### src/xpc_consts.svh
/*
  timing counts and field layout for the crosspoint memory controller.
  assumes a 100 MHz core clock; times in ns, counts derived by rounding up.
*/
`ifndef XPC_CONSTS_SVH
`define XPC_CONSTS_SVH

`define XPC_CLK_PERIOD_NS  10
`define XPC_T_SETUP_NS     10
`define XPC_T_HOLD_NS      10
`define XPC_T_STROBE_NS    20
`define XPC_T_RESET_NS     40
`define XPC_SETUP_CYC  ((`XPC_T_SETUP_NS + `XPC_CLK_PERIOD_NS - 1) / `XPC_CLK_PERIOD_NS)
`define XPC_HOLD_CYC   ((`XPC_T_HOLD_NS + `XPC_CLK_PERIOD_NS - 1) / `XPC_CLK_PERIOD_NS)
`define XPC_STROBE_CYC ((`XPC_T_STROBE_NS + `XPC_CLK_PERIOD_NS - 1) / `XPC_CLK_PERIOD_NS)
`define XPC_RESET_CYC  ((`XPC_T_RESET_NS + `XPC_CLK_PERIOD_NS - 1) / `XPC_CLK_PERIOD_NS)
`define XPC_ROW_LSB    0
`define XPC_COL_LSB    3

`endif

### src/xpc_pkg.sv
/*
  types for the crosspoint memory controller.
  assumes nothing beyond the consts header.
*/
package xpc_pkg;

  typedef enum logic [2:0] {
    XPC_IDLE   = 3'b000,
    XPC_SETUP  = 3'b001,
    XPC_STROBE = 3'b010,
    XPC_HOLD   = 3'b011,
    XPC_CLEAR  = 3'b100
  } xpc_state_t;

  // pins toward the crosspoint memory
  typedef struct packed {
    logic [2:0] column_select;
    logic [2:0] row_select;
    logic       data;
    logic       strobe;
    logic       reset;
  } xpc_pins_t;

endpackage

### src/xpc_ctrl.sv
/*
  controller driving the control memory of an 8x8 crosspoint switch
  through its address, data, strobe and reset pins; each write runs as
  a setup phase, a strobe pulse and a hold phase, a clear as one reset pulse.
  assumes requests come from logic on i_core_clk, so no synchroniser stands
  on the request inputs.
  assumes the device needs no clock and follows its data while strobe is high.
  phase lengths default to the consts header counts at a 100 MHz core clock;
  a request made while busy is dropped without notice.
*/
// Functional notes
// RL1: one bit per row/column pair
// RL2: 64 write-only bits, six select lines
// RL3: bit enable is strobe AND address match
// RL4: one data input shared by all bits
// RL5: addressed bit follows data while strobe high
// RL6: strobe fall captures data
// RL7: one closes switch, zero opens it
// RL8: write changes only the addressed bit
// RL9: any bit combination may be set
// RL10: reset clears all bits immediately
// RL11: reset held low throughout a write
// RL12: write is strobe raised then lowered
// RL13: selects settled before strobe, steady during
// RL14: data steady across strobe falling edge
// RL15: three bits row, three bits column, binary
// RL16: reset wins over a concurrent write
`timescale 1ns/1ps
`include "xpc_consts.svh"

module xpc_ctrl
  import xpc_pkg::*;
#(
  parameter int SETUP_CYC  = `XPC_SETUP_CYC,
  parameter int HOLD_CYC   = `XPC_HOLD_CYC,
  parameter int STROBE_CYC = `XPC_STROBE_CYC,
  parameter int RESET_CYC  = `XPC_RESET_CYC
) (
  // clock and reset
  input  wire logic       i_core_clk,
  input  wire logic       i_reset,
  // write request
  input  wire logic       i_wr_req,
  input  wire logic [2:0] i_wr_row,
  input  wire logic [2:0] i_wr_col,
  input  wire logic       i_wr_on,
  // clear-all request
  input  wire logic       i_clr_req,
  // status
  output logic            o_busy,
  output logic            o_done,
  // device pins
  output logic [2:0]      o_row_select,
  output logic [2:0]      o_column_select,
  output logic            o_data,
  output logic            o_strobe,
  output logic            o_dev_reset
);

  // phase lengths in core cycles; eight bits bound any phase to 255 cycles
  localparam logic [7:0] SETUP_N  = 8'(SETUP_CYC);
  localparam logic [7:0] HOLD_N   = 8'(HOLD_CYC);
  localparam logic [7:0] STROBE_N = 8'(STROBE_CYC);
  localparam logic [7:0] RESET_N  = 8'(RESET_CYC);

  // sequencer
  xpc_state_t state_r;
  xpc_state_t state_nxt;
  logic [7:0] cnt_r;
  logic [7:0] cnt_nxt;
  logic       last;
  logic       take_wr;
  logic       take_clr;
  logic       state_chg;

  // device pins and status
  xpc_pins_t  pins_r;
  logic       strobe_nxt;
  logic       dev_reset_nxt;
  logic       busy_nxt;
  logic       done_nxt;

  // only an idle sequencer takes a request; clear wins over write
  assign take_clr  = (state_r == XPC_IDLE) && i_clr_req;
  assign take_wr   = (state_r == XPC_IDLE) && i_wr_req && !i_clr_req;
  assign state_chg = (state_nxt != state_r);
  // zero-length phase still lasts one cycle instead of hanging
  assign last      = (cnt_r <= 8'h01);

  always_comb begin
    state_nxt = state_r;
    case (state_r)
      XPC_IDLE: begin
        // clear and write never overlap, so device reset cannot cut a strobe
        if (take_clr) begin
          state_nxt = XPC_CLEAR; // RL16
        end else if (take_wr) begin
          state_nxt = XPC_SETUP;
        end
      end
      XPC_SETUP: begin
        if (last) begin
          state_nxt = XPC_STROBE; // RL12
        end
      end
      XPC_STROBE: begin
        if (last) begin
          state_nxt = XPC_HOLD;
        end
      end
      XPC_HOLD: begin
        // strobe already low; address and data still stand past its fall
        if (last) begin
          state_nxt = XPC_IDLE; // RL14
        end
      end
      XPC_CLEAR: begin
        if (last) begin
          state_nxt = XPC_IDLE;
        end
      end
      default: begin
        state_nxt = XPC_IDLE;
      end
    endcase
  end

  always_ff @(posedge i_core_clk) begin
    if (i_reset) begin
      state_r <= XPC_IDLE;
    end else begin
      state_r <= state_nxt;
    end
  end

  // phase counter, loaded with the length of each state as it is entered
  always_comb begin
    cnt_nxt = cnt_r;
    if (state_chg) begin
      case (state_nxt)
        XPC_SETUP: begin
          cnt_nxt = SETUP_N;
        end
        XPC_STROBE: begin
          cnt_nxt = STROBE_N;
        end
        XPC_HOLD: begin
          cnt_nxt = HOLD_N;
        end
        XPC_CLEAR: begin
          cnt_nxt = RESET_N;
        end
        default: begin
          cnt_nxt = 8'h00;
        end
      endcase
    end else if (cnt_r != 8'h00) begin
      cnt_nxt = cnt_r - 8'h01;
    end
  end

  always_ff @(posedge i_core_clk) begin
    if (i_reset) begin
      cnt_r <= 8'h00;
    end else begin
      cnt_r <= cnt_nxt;
    end
  end

  // pin levels for the phase about to be entered
  always_comb begin
    strobe_nxt    = (state_nxt == XPC_STROBE);
    dev_reset_nxt = (state_nxt == XPC_CLEAR);
  end

  // address and data latched once per write, so they stay steady under the strobe
  always_ff @(posedge i_core_clk) begin
    if (i_reset) begin
      pins_r.row_select    <= 3'h0;
      pins_r.column_select <= 3'h0;
      pins_r.data          <= 1'b0;
      pins_r.strobe        <= 1'b0;
      pins_r.reset         <= 1'b0;
    end else begin
      if (take_wr) begin
        pins_r.row_select    <= i_wr_row; // RL15
        pins_r.column_select <= i_wr_col; // RL13
        pins_r.data          <= i_wr_on; // RL7
      end
      pins_r.strobe <= strobe_nxt; // RL12
      pins_r.reset  <= dev_reset_nxt; // RL11
    end
  end

  // outputs come straight from the pin flip-flops
  assign o_row_select    = pins_r.row_select;
  assign o_column_select = pins_r.column_select;
  assign o_data          = pins_r.data;
  assign o_strobe        = pins_r.strobe;
  assign o_dev_reset     = pins_r.reset;

  // status follows the state the sequencer is about to enter
  always_comb begin
    busy_nxt = (state_nxt != XPC_IDLE);
    done_nxt = (state_r != XPC_IDLE) && (state_nxt == XPC_IDLE);
  end

  always_ff @(posedge i_core_clk) begin
    if (i_reset) begin
      o_busy <= 1'b0;
    end else begin
      o_busy <= busy_nxt;
    end
  end

  // done is a single-cycle pulse; nothing holds it
  always_ff @(posedge i_core_clk) begin
    if (i_reset) begin
      o_done <= 1'b0;
    end else begin
      o_done <= done_nxt;
    end
  end

endmodule

### config.mk
export PLATFORM = sky130hd
export DESIGN_NAME = xpc_ctrl
export DESIGN_NICKNAME = d
export VERILOG_FILES = /design/src/xpc_pkg.sv /design/src/xpc_ctrl.sv
export VERILOG_INCLUDE_DIRS = /design/src
export SDC_FILE = /design/constraint.sdc
export NUM_CORES = 1
export LEC_CHECK = 0
export BUFFER_PORTS_ARGS = -buffer_cell sky130_fd_sc_hd__buf_4
export CORE_MARGIN = 1
export CORE_UTILIZATION = 35
export CTS_CLUSTER_DIAMETER = 200
export DETAILED_ROUTE_END_ITERATION = 6
export GPL_TIMING_DRIVEN = 0
export HOLD_SLACK_MARGIN = 0.06
export PLACE_DENSITY_LB_ADDON = 0.15
export SYNTH_ARGS = -nofsm -noshare
export SYNTH_HDL_FRONTEND = slang
export SYNTH_SLANG_ARGS = --single-unit
### constraint.sdc
create_clock -name i_core_clk -period 2.65 [get_ports i_core_clk]
set_clock_uncertainty 0.05 [all_clocks]
set_input_delay 0.265 -clock i_core_clk [delete_from_list [all_inputs] [get_ports i_core_clk]]
set_output_delay 0.265 -clock i_core_clk [all_outputs]
set_load 0.05 [all_outputs]
==> impl_metrics.tcl, run 1 <==
set metrics [dict create \
    status "finished clean" \
    whs_path_depth 3 \
    die_area_sq_um 3241 \
    cpMaxStageDelayCell "nor4_1" \
    n_antenna_cell 0 \
    synth_top_family_by_area "simple AND/OR/NAND/NOR gates" \
    viasPerCell 5.220 \
    min_to "o_column_select[2]" \
    path_class "flop to flop" \
    slowest_delay_ns 0.60 \
    place_area_sq_um 1245 \
    synth_cell_types 34 \
    fin_nets 153 \
    post_cts_buffers 0 \
    setup_viol 0 \
    boundaryPins 22 \
    grt_pass1_wl_mm 3.788 \
    finalHoldViolCount 0 \
    path_max_fanout 8 \
    r2r_slack_ns 0.51 \
    syn_avg_cell_area_sq_um 9.263 \
    rsz0062_at_grt "false" \
    fin_area_sq_um 1267 \
    grt_use_total 0.1463 \
    ff2ff_path_depth 6 \
    insertion_delay_ns 0.29 \
    gp_congestion 0.8326 \
    muxShareOfSynthArea 0.07583 \
    synth-adder-area-share 0.03555 \
    period_share 0.8079 \
    tns_ns 0 \
    grt_pass1_vias 884 \
    hold_ws_ns 0.1448 \
    num_vias 877 \
    fillers 289 \
    synth-compound-area-share 0.1031 \
    drc_errors 0 \
    cpMostUsedCell "or2_2" \
    crit_path_end_kind "flop" \
    leakage_nw 0.5572 \
    numCtsBuffers 3 \
    yosys.area_share.simple 0.2773 \
    ctsResizeCount 0 \
    irDropWorstVdd_mv 0.4724 \
    start_util 0.3764 \
    worst_slew_pin_slew_ns 0.7681 \
    r2r-end "cnt_r[5]" \
    powerDensity_nw_per_um2 1344 \
    drive_gt1_frac 0.2263 \
    die_w_microns 56.93 \
    start_kind "flop" \
    clkTransAtPathRegs_ns 0.11 \
    finalPower_mw 1.704 \
    slew_viol_final 0 \
    drtIter0Drc 20 \
    maxCapViolations 0 \
    grt_max_degree 12 \
    numPortBuffers 20 \
    reg2reg_from "state_r[1]" \
    synthToLayoutAreaGrowth_pct 20.02 \
    cts.sinks 22 \
    cts-hold-fix-buffers 0 \
    antenna_found_initial 0 \
    fin_crit_ns 2.141 \
    max_freq_ghz 0.4671 \
    multi_input_area_sq_um 589.3 \
    min_path_type "input pin to flop" \
    routedWlPerCell_microns 12.15 \
    ys_warn_count 0 \
    slew-limit-headroom 0.4832 \
    ys_seq_area_frac 0.4171 \
    crit_chain "clkbuf_1 > or2_2 > nor4_1 > a211oi_4 > or2_2 > nor2_1" \
    ant_nets 0 \
    clock_tree.buffer_depth 2 \
    fp.coreArea_sq_um 2805 \
    h-tree-depth 1 \
    synth_nets 128 \
    synth_xor_area_frac 0.06635 \
    syn-instance-count 114 \
    fp-row-count 19 \
    ys_ff_latch 22 \
    wl_mm 2.041 \
    drt_pass1_iterations 4 \
    syn_area_sq_um 1056 \
    cts_tree "done" \
    die_h_microns 56.93 \
    dpl.hpwl_mm 1.551 \
    required_ns 2.84 \
    arrival_ns 2.33 \
    regArea_sq_um 440.4 \
    overflow 0 \
    hold_path_startpoint "i_wr_col[2]" \
    cts_root_buf "clkbuf_4" \
]
## cell usage in the layout (no fill, tap or decap), types with 3 or more instances in the layout
| cell | synthesis | layout |
|---|---|---|
| clkbuf_1 | 4 | 4 |
| nor4_1 | 3 | 3 |
| nand4b_1 | 3 | 3 |
| xor2_1 | 4 | 4 |
| ha_1 | 3 | 3 |
| nor2_1 | 25 | 25 |
| xnor2_1 | 4 | 4 |
| clkbuf_4 | 0 | 3 |
| buf_4 | 0 | 20 |
| nor3_1 | 5 | 5 |
| inv_1 | 3 | 3 |
| a2111oi_0 | 3 | 3 |
| or2_2 | 3 | 3 |
| dfxtp_1 | 22 | 22 |
| mux2i_1 | 8 | 8 |
## critical path, delay by kind of cell (launching register included)
kind,cells,cell delay (ns)
flip-flops,1,0.31
AO/OA/AOI/OAI,1,0.11
AND/OR/NAND/NOR,4,1.43
buffers and inverters,1,0.17
## flip-flops by register name, indices dropped and copies added (netlist names)
signal,cells
cnt_r,8
o_busy,1
o_column_select,3
o_data,1
o_dev_reset,1
o_done,1
o_row_select,3
o_strobe,1
state_r,3
## Yosys cell counts, drive strengths merged
cell / number / area, sq um
nor2: 25 / 93.84
or3b: 1 / 8.760
nor3b: 1 / 7.510
ha: 3 / 37.54
o311a: 1 / 10.01
nand4b: 3 / 26.28
clkbuf: 4 / 15.01
or4: 2 / 18.77
nor4bb: 1 / 10.01
xnor2: 4 / 35.03
nor2b: 2 / 12.51
dfxtp: 22 / 440.4
mux2i: 8 / 80.08
a21oi: 1 / 5.000
a21boi: 1 / 7.510
nand3b: 1 / 7.510
or3: 2 / 17.52
or2: 3 / 18.77
nor3: 6 / 35.03
a211oi: 2 / 27.53
a2111oi: 3 / 26.28
a211o: 1 / 8.760
o311ai: 1 / 8.760
xor2: 4 / 35.03
nand2: 2 / 7.510
nor4: 3 / 18.77
nand3: 2 / 10.01
a2bb2oi: 1 / 8.760
o22ai: 1 / 6.260
inv: 3 / 11.26
## per-layer routing
layer | track usage | part of all wire | vias up
li1 | - | - | 454
met5 | 0 | 0 | -
met3 | 0.02721 | 0.047 | 4
met1 | 0.1887 | 0.49 | 397
met2 | 0.2319 | 0.45 | 22
met4 | 0.08014 | 0.015 | 0
## per-stage QoR
stage	cells	utilization	setup slack, ns
final	168	0.4518	0.5090
after global routing	168	0.4518	0.3375
after CTS	168	0.4518	0.5036
after detailed placement	165	0.4438	0.5274
after global placement	165	0.4438	0.5294
after floorplan	114	-	0.6506
## cells by family after synthesis
| family | count (synthesis) |
|---|---|
| AO/OA/AOI/OAI | 12 |
| multiplexers | 8 |
| adder cells (fa/ha/maj) | 3 |
| buffers and inverters | 7 |
| flip-flops | 22 |
| AND/OR/NAND/NOR | 54 |
| XOR/XNOR | 8 |
## worst max path at each step
stage / start / endpoint
floorplan: cnt_r[3] / cnt_r[0]
global placement: cnt_r[3] / cnt_r[0]
detailed placement: state_r[1] / cnt_r[5]
CTS: state_r[1] / cnt_r[4]
global route: state_r[1] / cnt_r[5]
finish: state_r[1] / cnt_r[5]
## where the power goes
part	total [mW]	switching [mW]	leakage, nW	internal, mW
sequential	0.496	0.0782	0.180	0.418
combinational	1.06	0.611	0.363	0.450
clock	0.146	0.0934	0.0138	0.0529
total	1.70	0.783	0.557	0.921
## cell type report
| type | instances | share of cell area |
|---|---|---|
| Buffer | 4 | 0.01185 |
| Inverter | 3 | 0.008884 |
| Timing Repair Buffer | 20 | 0.1185 |
| Clock buffer | 3 | 0.01777 |
| Tap cell | 31 | 0.03060 |
| Sequential cell | 22 | 0.3475 |
| Multi-Input combinational cell | 85 | 0.4650 |
Note: power is estimated with default switching activity, not from simulation.
==> run 2: changes to the inputs <==
Settings changed: ABC_AREA set to 1.
Clock period 2.65 ns to 2 ns, I/O delays scaled along.
==> run 2 against run 1 <==
Against the previous run:
- area after synthesis is 2.4% lower
- highest routed layer unchanged
- core utilization rose by 3.8 points
- combinational power up 22%
- routed wire length grew 9.2%
- non-clock buffer count rose by 5
==> impl_metrics.tcl, run 2 <==
set metrics [dict create \
    overflow 0 \
    drt_pass1_iterations 4 \
    worst_slew_pin_slew_ns 0.4674 \
    ant_nets 0 \
    die_w_microns 56.28 \
    n_antenna_cell 0 \
    ff2ff_path_depth 11 \
    antenna_found_initial 0 \
    cts.sinks 22 \
    post_cts_buffers 0 \
    synth_most_common_cell "nor2_1" \
    slew_viol_final 0 \
    maxCapViolations 0 \
    arrival_ns 1.97 \
    r2r_slack_ns 0.22 \
    fp.coreArea_sq_um 2781 \
    largest_register_ffs 8 \
    fin_crit_ns 1.780 \
    slew-limit-headroom 0.6884 \
    wl_mm 2.228 \
    final_cell_mix "nor2_1, dfxtp_1, buf_4, nand2_1, inv_1" \
    synth_cell_types 29 \
    powerDensity_nw_per_um2 1691 \
    clkTransAtPathRegs_ns 0.14 \
    hold_ws_ns 0.2301 \
    crit_path_end_kind "flop" \
    syn-instance-count 137 \
    dpl.hpwl_mm 1.616 \
    drive_gt1_frac 0.2663 \
    h-tree-depth 1 \
    ys_seq_area_frac 0.4272 \
    die_h_microns 56.28 \
    ys_warn_count 0 \
    fp-row-count 19 \
    whs_path_depth 4 \
    cts_root_buf "clkbuf_4" \
    final_common_cell "nor2_1" \
    die_area_sq_um 3167 \
    synthTopCellsByCount "nor2_1, dfxtp_1, nand2_1, inv_1, nand3_1" \
    cts_tree "done" \
    ys_ff_latch 22 \
    routedWlPerCell_microns 11.14 \
    period_share 0.8901 \
    start_util 0.3707 \
    async_reset_ff_frac 0 \
    grt_pass1_vias 956 \
    syn_area_sq_um 1031 \
    yosys-top-cells-area "dfxtp_1, nor2_1, nand2_1" \
    path_class "flop to flop" \
    synth_nets 151 \
    leakage_nw 0.6471 \
    drtIter0Drc 18 \
    yosys_most_used_dff "dfxtp_1" \
    grt_max_degree 14 \
    synthToLayoutAreaGrowth_pct 32.16 \
    min_path_type "input pin to flop" \
    finalPower_mw 2.304 \
    regMostFlops "cnt_r" \
    irDropWorstVdd_mv 0.7096 \
    fin_nets 184 \
    grt_use_total 0.1552 \
    boundaryPins 22 \
    finalHoldViolCount 0 \
    gp_congestion 0.8081 \
    drc_errors 0 \
    path_max_fanout 4 \
    numPortBuffers 21 \
    clock_tree.buffer_depth 2 \
    status "finished clean" \
    grt_pass1_wl_mm 3.864 \
    syn_avg_cell_area_sq_um 7.525 \
    utilization 0.4899 \
    insertion_delay_ns 0.31 \
    max_freq_ghz 0.5617 \
    numCtsBuffers 3 \
    yosysTopAreaCell "dfxtp_1" \
    setup_viol 0 \
    start_kind "flop" \
    netlist.area_leader.share 0.4272 \
    viasPerCell 4.685 \
    synth_edf_count 0 \
    required_ns 2.19 \
    num_vias 937 \
]
run 2: worst max-delay path: stages (launching register included):
cell     delay (ns)
dfxtp_2        0.36
inv_1          0.08
ha_1           0.24
nor2_2         0.13
inv_1          0.07
nand2_1        0.09
nand2_2        0.08
a21oi_2        0.22
nand2_2        0.11
inv_2          0.09
nand2_2        0.08
a21oi_1        0.13
run 2: path summary, 6_finish.rpt:
check | from | end
setup / recovery | cnt_r[0] | cnt_r[0]
hold / removal | i_reset | o_data
setup reg to reg | cnt_r[0] | cnt_r[0]
hold reg to reg | cnt_r[5] | cnt_r[5]
run 2: report_power, final:
part           leakage (nW)  internal, mW  total [mW]  switching [mW]
logic                 0.438         0.448        1.29           0.842
clock network        0.0279         0.202       0.346           0.144
registers             0.181         0.572       0.667          0.0957
run 2: cells by family after synthesis:
logic type      after synthesis  synth area share
flops                        22            0.4272
fa+ha+maj                     3           0.03641
compound gates               18            0.1007
buf+inv                      18           0.07039
xor+xnor                      4           0.03399
simple gates                 72            0.3313
run 2: routing by layer:
layer	part of all wire	routed length (microns)	vias to the layer above	track usage
met5	0	0	-	0
li1	-	-	501	-
met3	0.031	69	2	0.02765
met2	0.46	1032	17	0.2619
met4	0.010	23	0	0.06969
met1	0.50	1103	417	0.1925
run 2: layout make-up:
| class | count | area (sq um) |
|---|---|---|
| inverter | 17 | 68.82 |
| buffer | 1 | 3.754 |
| clock inverter | 1 | 30.03 |
| sequential | 22 | 441.7 |
| multi-input combinational | 97 | 529.3 |
| clock buffer | 3 | 22.52 |
| fill | 275 | 1419 |
| timing repair buffer | 28 | 227.7 |
| tap | 31 | 38.79 |
run 2: per-stage QoR:
stage / worst slack [ns] / area [sq um] / std cells / TNS (ns)
4_1_cts: 0.1323 / 1350 / 200 / 0
2_1_floorplan: 0.4105 / 1031 / 137 / 0
3_5_place_dp: 0.1705 / 1227 / 189 / 0
6_report: 0.2198 / 1363 / 200 / 0
3_3_place_gp: 0.1937 / 1227 / 189 / 0
5_1_grt: -0.004141 / 1363 / 200 / -0.004141
run 2: repair_timing:
item,in CTS,in global routing
hold buffers,7,0
resized for setup,0,5
endpoints found under the hold margin,7,0
setup endpoints to repair,0,6
==> run 3: changes to the inputs <==
Settings changed: CORE_ASPECT_RATIO set to 1.1.
==> run 3 against run 2 <==
Against the previous run:
- total power decreased by 0.66%
- routed wire length decreased by 1.9%
- setup slack improved by 0.0035 ns
- critical path type unchanged
- clock-buffer cell count unchanged
- highest routed layer unchanged
==> impl_metrics.tcl, run 3 (synthesized netlist as in run 2, its figures left out) <==
set metrics [dict create \
    status "finished clean" \
    grt_use_total 0.1605 \
    min_path_type "input pin to flop" \
    power_switching_mw 1.063 \
    worst_slack_ns 0.2233 \
    drc_errors 0 \
    insertion_delay_ns 0.32 \
    cts.sinks 22 \
    finalHoldViolCount 0 \
    path_max_fanout 4 \
    crit_cells 11 \
    fin_cells 203 \
    final_common_cell "nor2_1" \
    regArea_sq_um 441.7 \
    path_class "flop to flop" \
    power_frac_comb 0.558 \
    placed_cells 191 \
    finalPower_mw 2.289 \
    drive_gt1_frac 0.2529 \
    irDropWorstVdd_mv 0.9535 \
    whs_path_depth 4 \
    grt_pass1_vias 907 \
    antenna_found_initial 0 \
    routedWlPerCell_microns 10.77 \
    slowest_delay_ns 0.36 \
    slew_viol_final 0 \
    slew-limit-headroom 0.6935 \
    start_kind "flop" \
    crit_path_end_kind "flop" \
    dpl.hpwl_mm 1.616 \
    r2r-end "cnt_r[5]" \
    fin_nets 185 \
    tns_ns 0 \
    boundaryPins 22 \
    regMostFlops "cnt_r" \
    pwr-share-seq 0.291 \
    required_ns 2.20 \
    die_h_microns 58.93 \
    fillers 283 \
    period_share 0.8883 \
    clkTransAtPathRegs_ns 0.14 \
    num_vias 981 \
    p_clk_frac 0.151 \
    crit_buf_inv 3 \
    max_freq_ghz 0.5628 \
    fp-row-count 20 \
    die_area_sq_um 3167 \
    largest_register_ffs 8 \
    arrival_ns 1.97 \
    multi_input_area_sq_um 520.5 \
    start_util 0.3712 \
    maxCapViolations 0 \
    h-tree-depth 1 \
    min_to "o_row_select[1]" \
    overflow 0 \
    grt_pass1_wl_mm 3.663 \
    clock_tree.buffer_depth 2 \
    pre_cts_slack_ns 0.1686 \
    numPortBuffers 21 \
    gp_congestion 0.8066 \
    powerDensity_nw_per_um2 1679 \
    cts_root_buf "clkbuf_4" \
    numCtsBuffers 3 \
    drt_pass1_iterations 5 \
    ff2ff_path_depth 11 \
    intPower_mw 1.226 \
    cpMaxStageDelayCell "dfxtp_2" \
    leakage_nw 0.6513 \
    final_cell_mix "nor2_1, buf_4, dfxtp_1, nand2_1, inv_1" \
    fin_crit_ns 1.777 \
    grt_max_degree 14 \
    hold_ws_ns 0.2197 \
    swShare 0.4645 \
    reg2reg_from "cnt_r[0]" \
    cpMostUsedCell "nand2_1" \
    cts_tree "done" \
    ant_nets 0 \
    critical_path.top_delay_family "simple AND/OR/NAND/NOR gates" \
    n_antenna_cell 0 \
    worst_slew_pin_slew_ns 0.4597 \
    synthToLayoutAreaGrowth_pct 32.28 \
    crit_chain "inv_1 > ha_1 > nor2_2 > inv_1 > nand2_1 > nand2_1 > a21oi_2 > nand2_1 > inv_2 > nand2_2 > a21oi_1" \
    viasPerCell 4.833 \
    rsz0062_at_grt "false" \
    die_w_microns 53.75 \
    hold_path_startpoint "i_reset" \
    fp.coreArea_sq_um 2778 \
    r2r_slack_ns 0.22 \
    wl_mm 2.186 \
    setup_viol 0 \
    drtIter0Drc 18 \
]
[run 3: layout make-up]
type / count / area share
sequential: 22 / 0.3239
buffer: 1 / 0.002752
timing repair buffer: 29 / 0.1725
clock buffer: 3 / 0.01651
multi-input combinational: 97 / 0.3817
tap: 33 / 0.03028
clock inverter: 1 / 0.02202
inverter: 17 / 0.05046
[run 3: per-layer routing]
layer / routed length, microns / GRT usage / vias to the layer above
met5: 0 / 0 / -
met4: 12 / 0.04511 / 0
met3: 107 / 0.05685 / 2
met2: 1083 / 0.2698 / 32
met1: 982 / 0.1880 / 442
li1: - / - / 505
[run 3: per-stage QoR]
step / instance area, sq um / utilization
2_1_floorplan: 1031 / -
3_3_place_gp: 1230 / 0.4428
3_5_place_dp: 1230 / 0.4428
4_1_cts: 1353 / 0.4869
5_1_grt: 1364 / 0.4910
6_report: 1364 / 0.4910
[run 3: worst min-delay path, stage by stage]
cell,delay [ns]
buf_4,0.08
inv_1,0.12
o21ai_0,0.11
nor2_1,0.04
[run 3: how the worst max path moves through the flow]
| stage | slack [ns] | end | startpoint |
|---|---|---|---|
| 5_1_grt | 0.03 | cnt_r[5] | cnt_r[0] |
| 3_5_place_dp | 0.17 | cnt_r[0] | cnt_r[0] |
| 4_1_cts | 0.14 | cnt_r[5] | cnt_r[0] |
| 3_3_place_gp | 0.21 | cnt_r[0] | cnt_r[0] |
| 2_1_floorplan | 0.41 | o_done | cnt_r[0] |
| 6_report | 0.22 | cnt_r[5] | cnt_r[0] |
[run 3: power groups by stage]
stage	sequential (mW)	combinational [mW]	clock (mW)
after detailed placement	0.678	1.24	0
after global routing	0.684	1.44	0.377
after floorplan	0.835	0.814	0
after global placement	0.673	1.24	0
final	0.667	1.28	0.345
after CTS	0.667	1.26	0.354
[run 3: what timing repair did]
action | CTS | global route
gates resized for setup | 0 | 2
buffers inserted | 0 | 1
hold endpoints to repair | 7 | 0
hold buffers | 7 | 0
endpoints found under the setup margin | 0 | 7
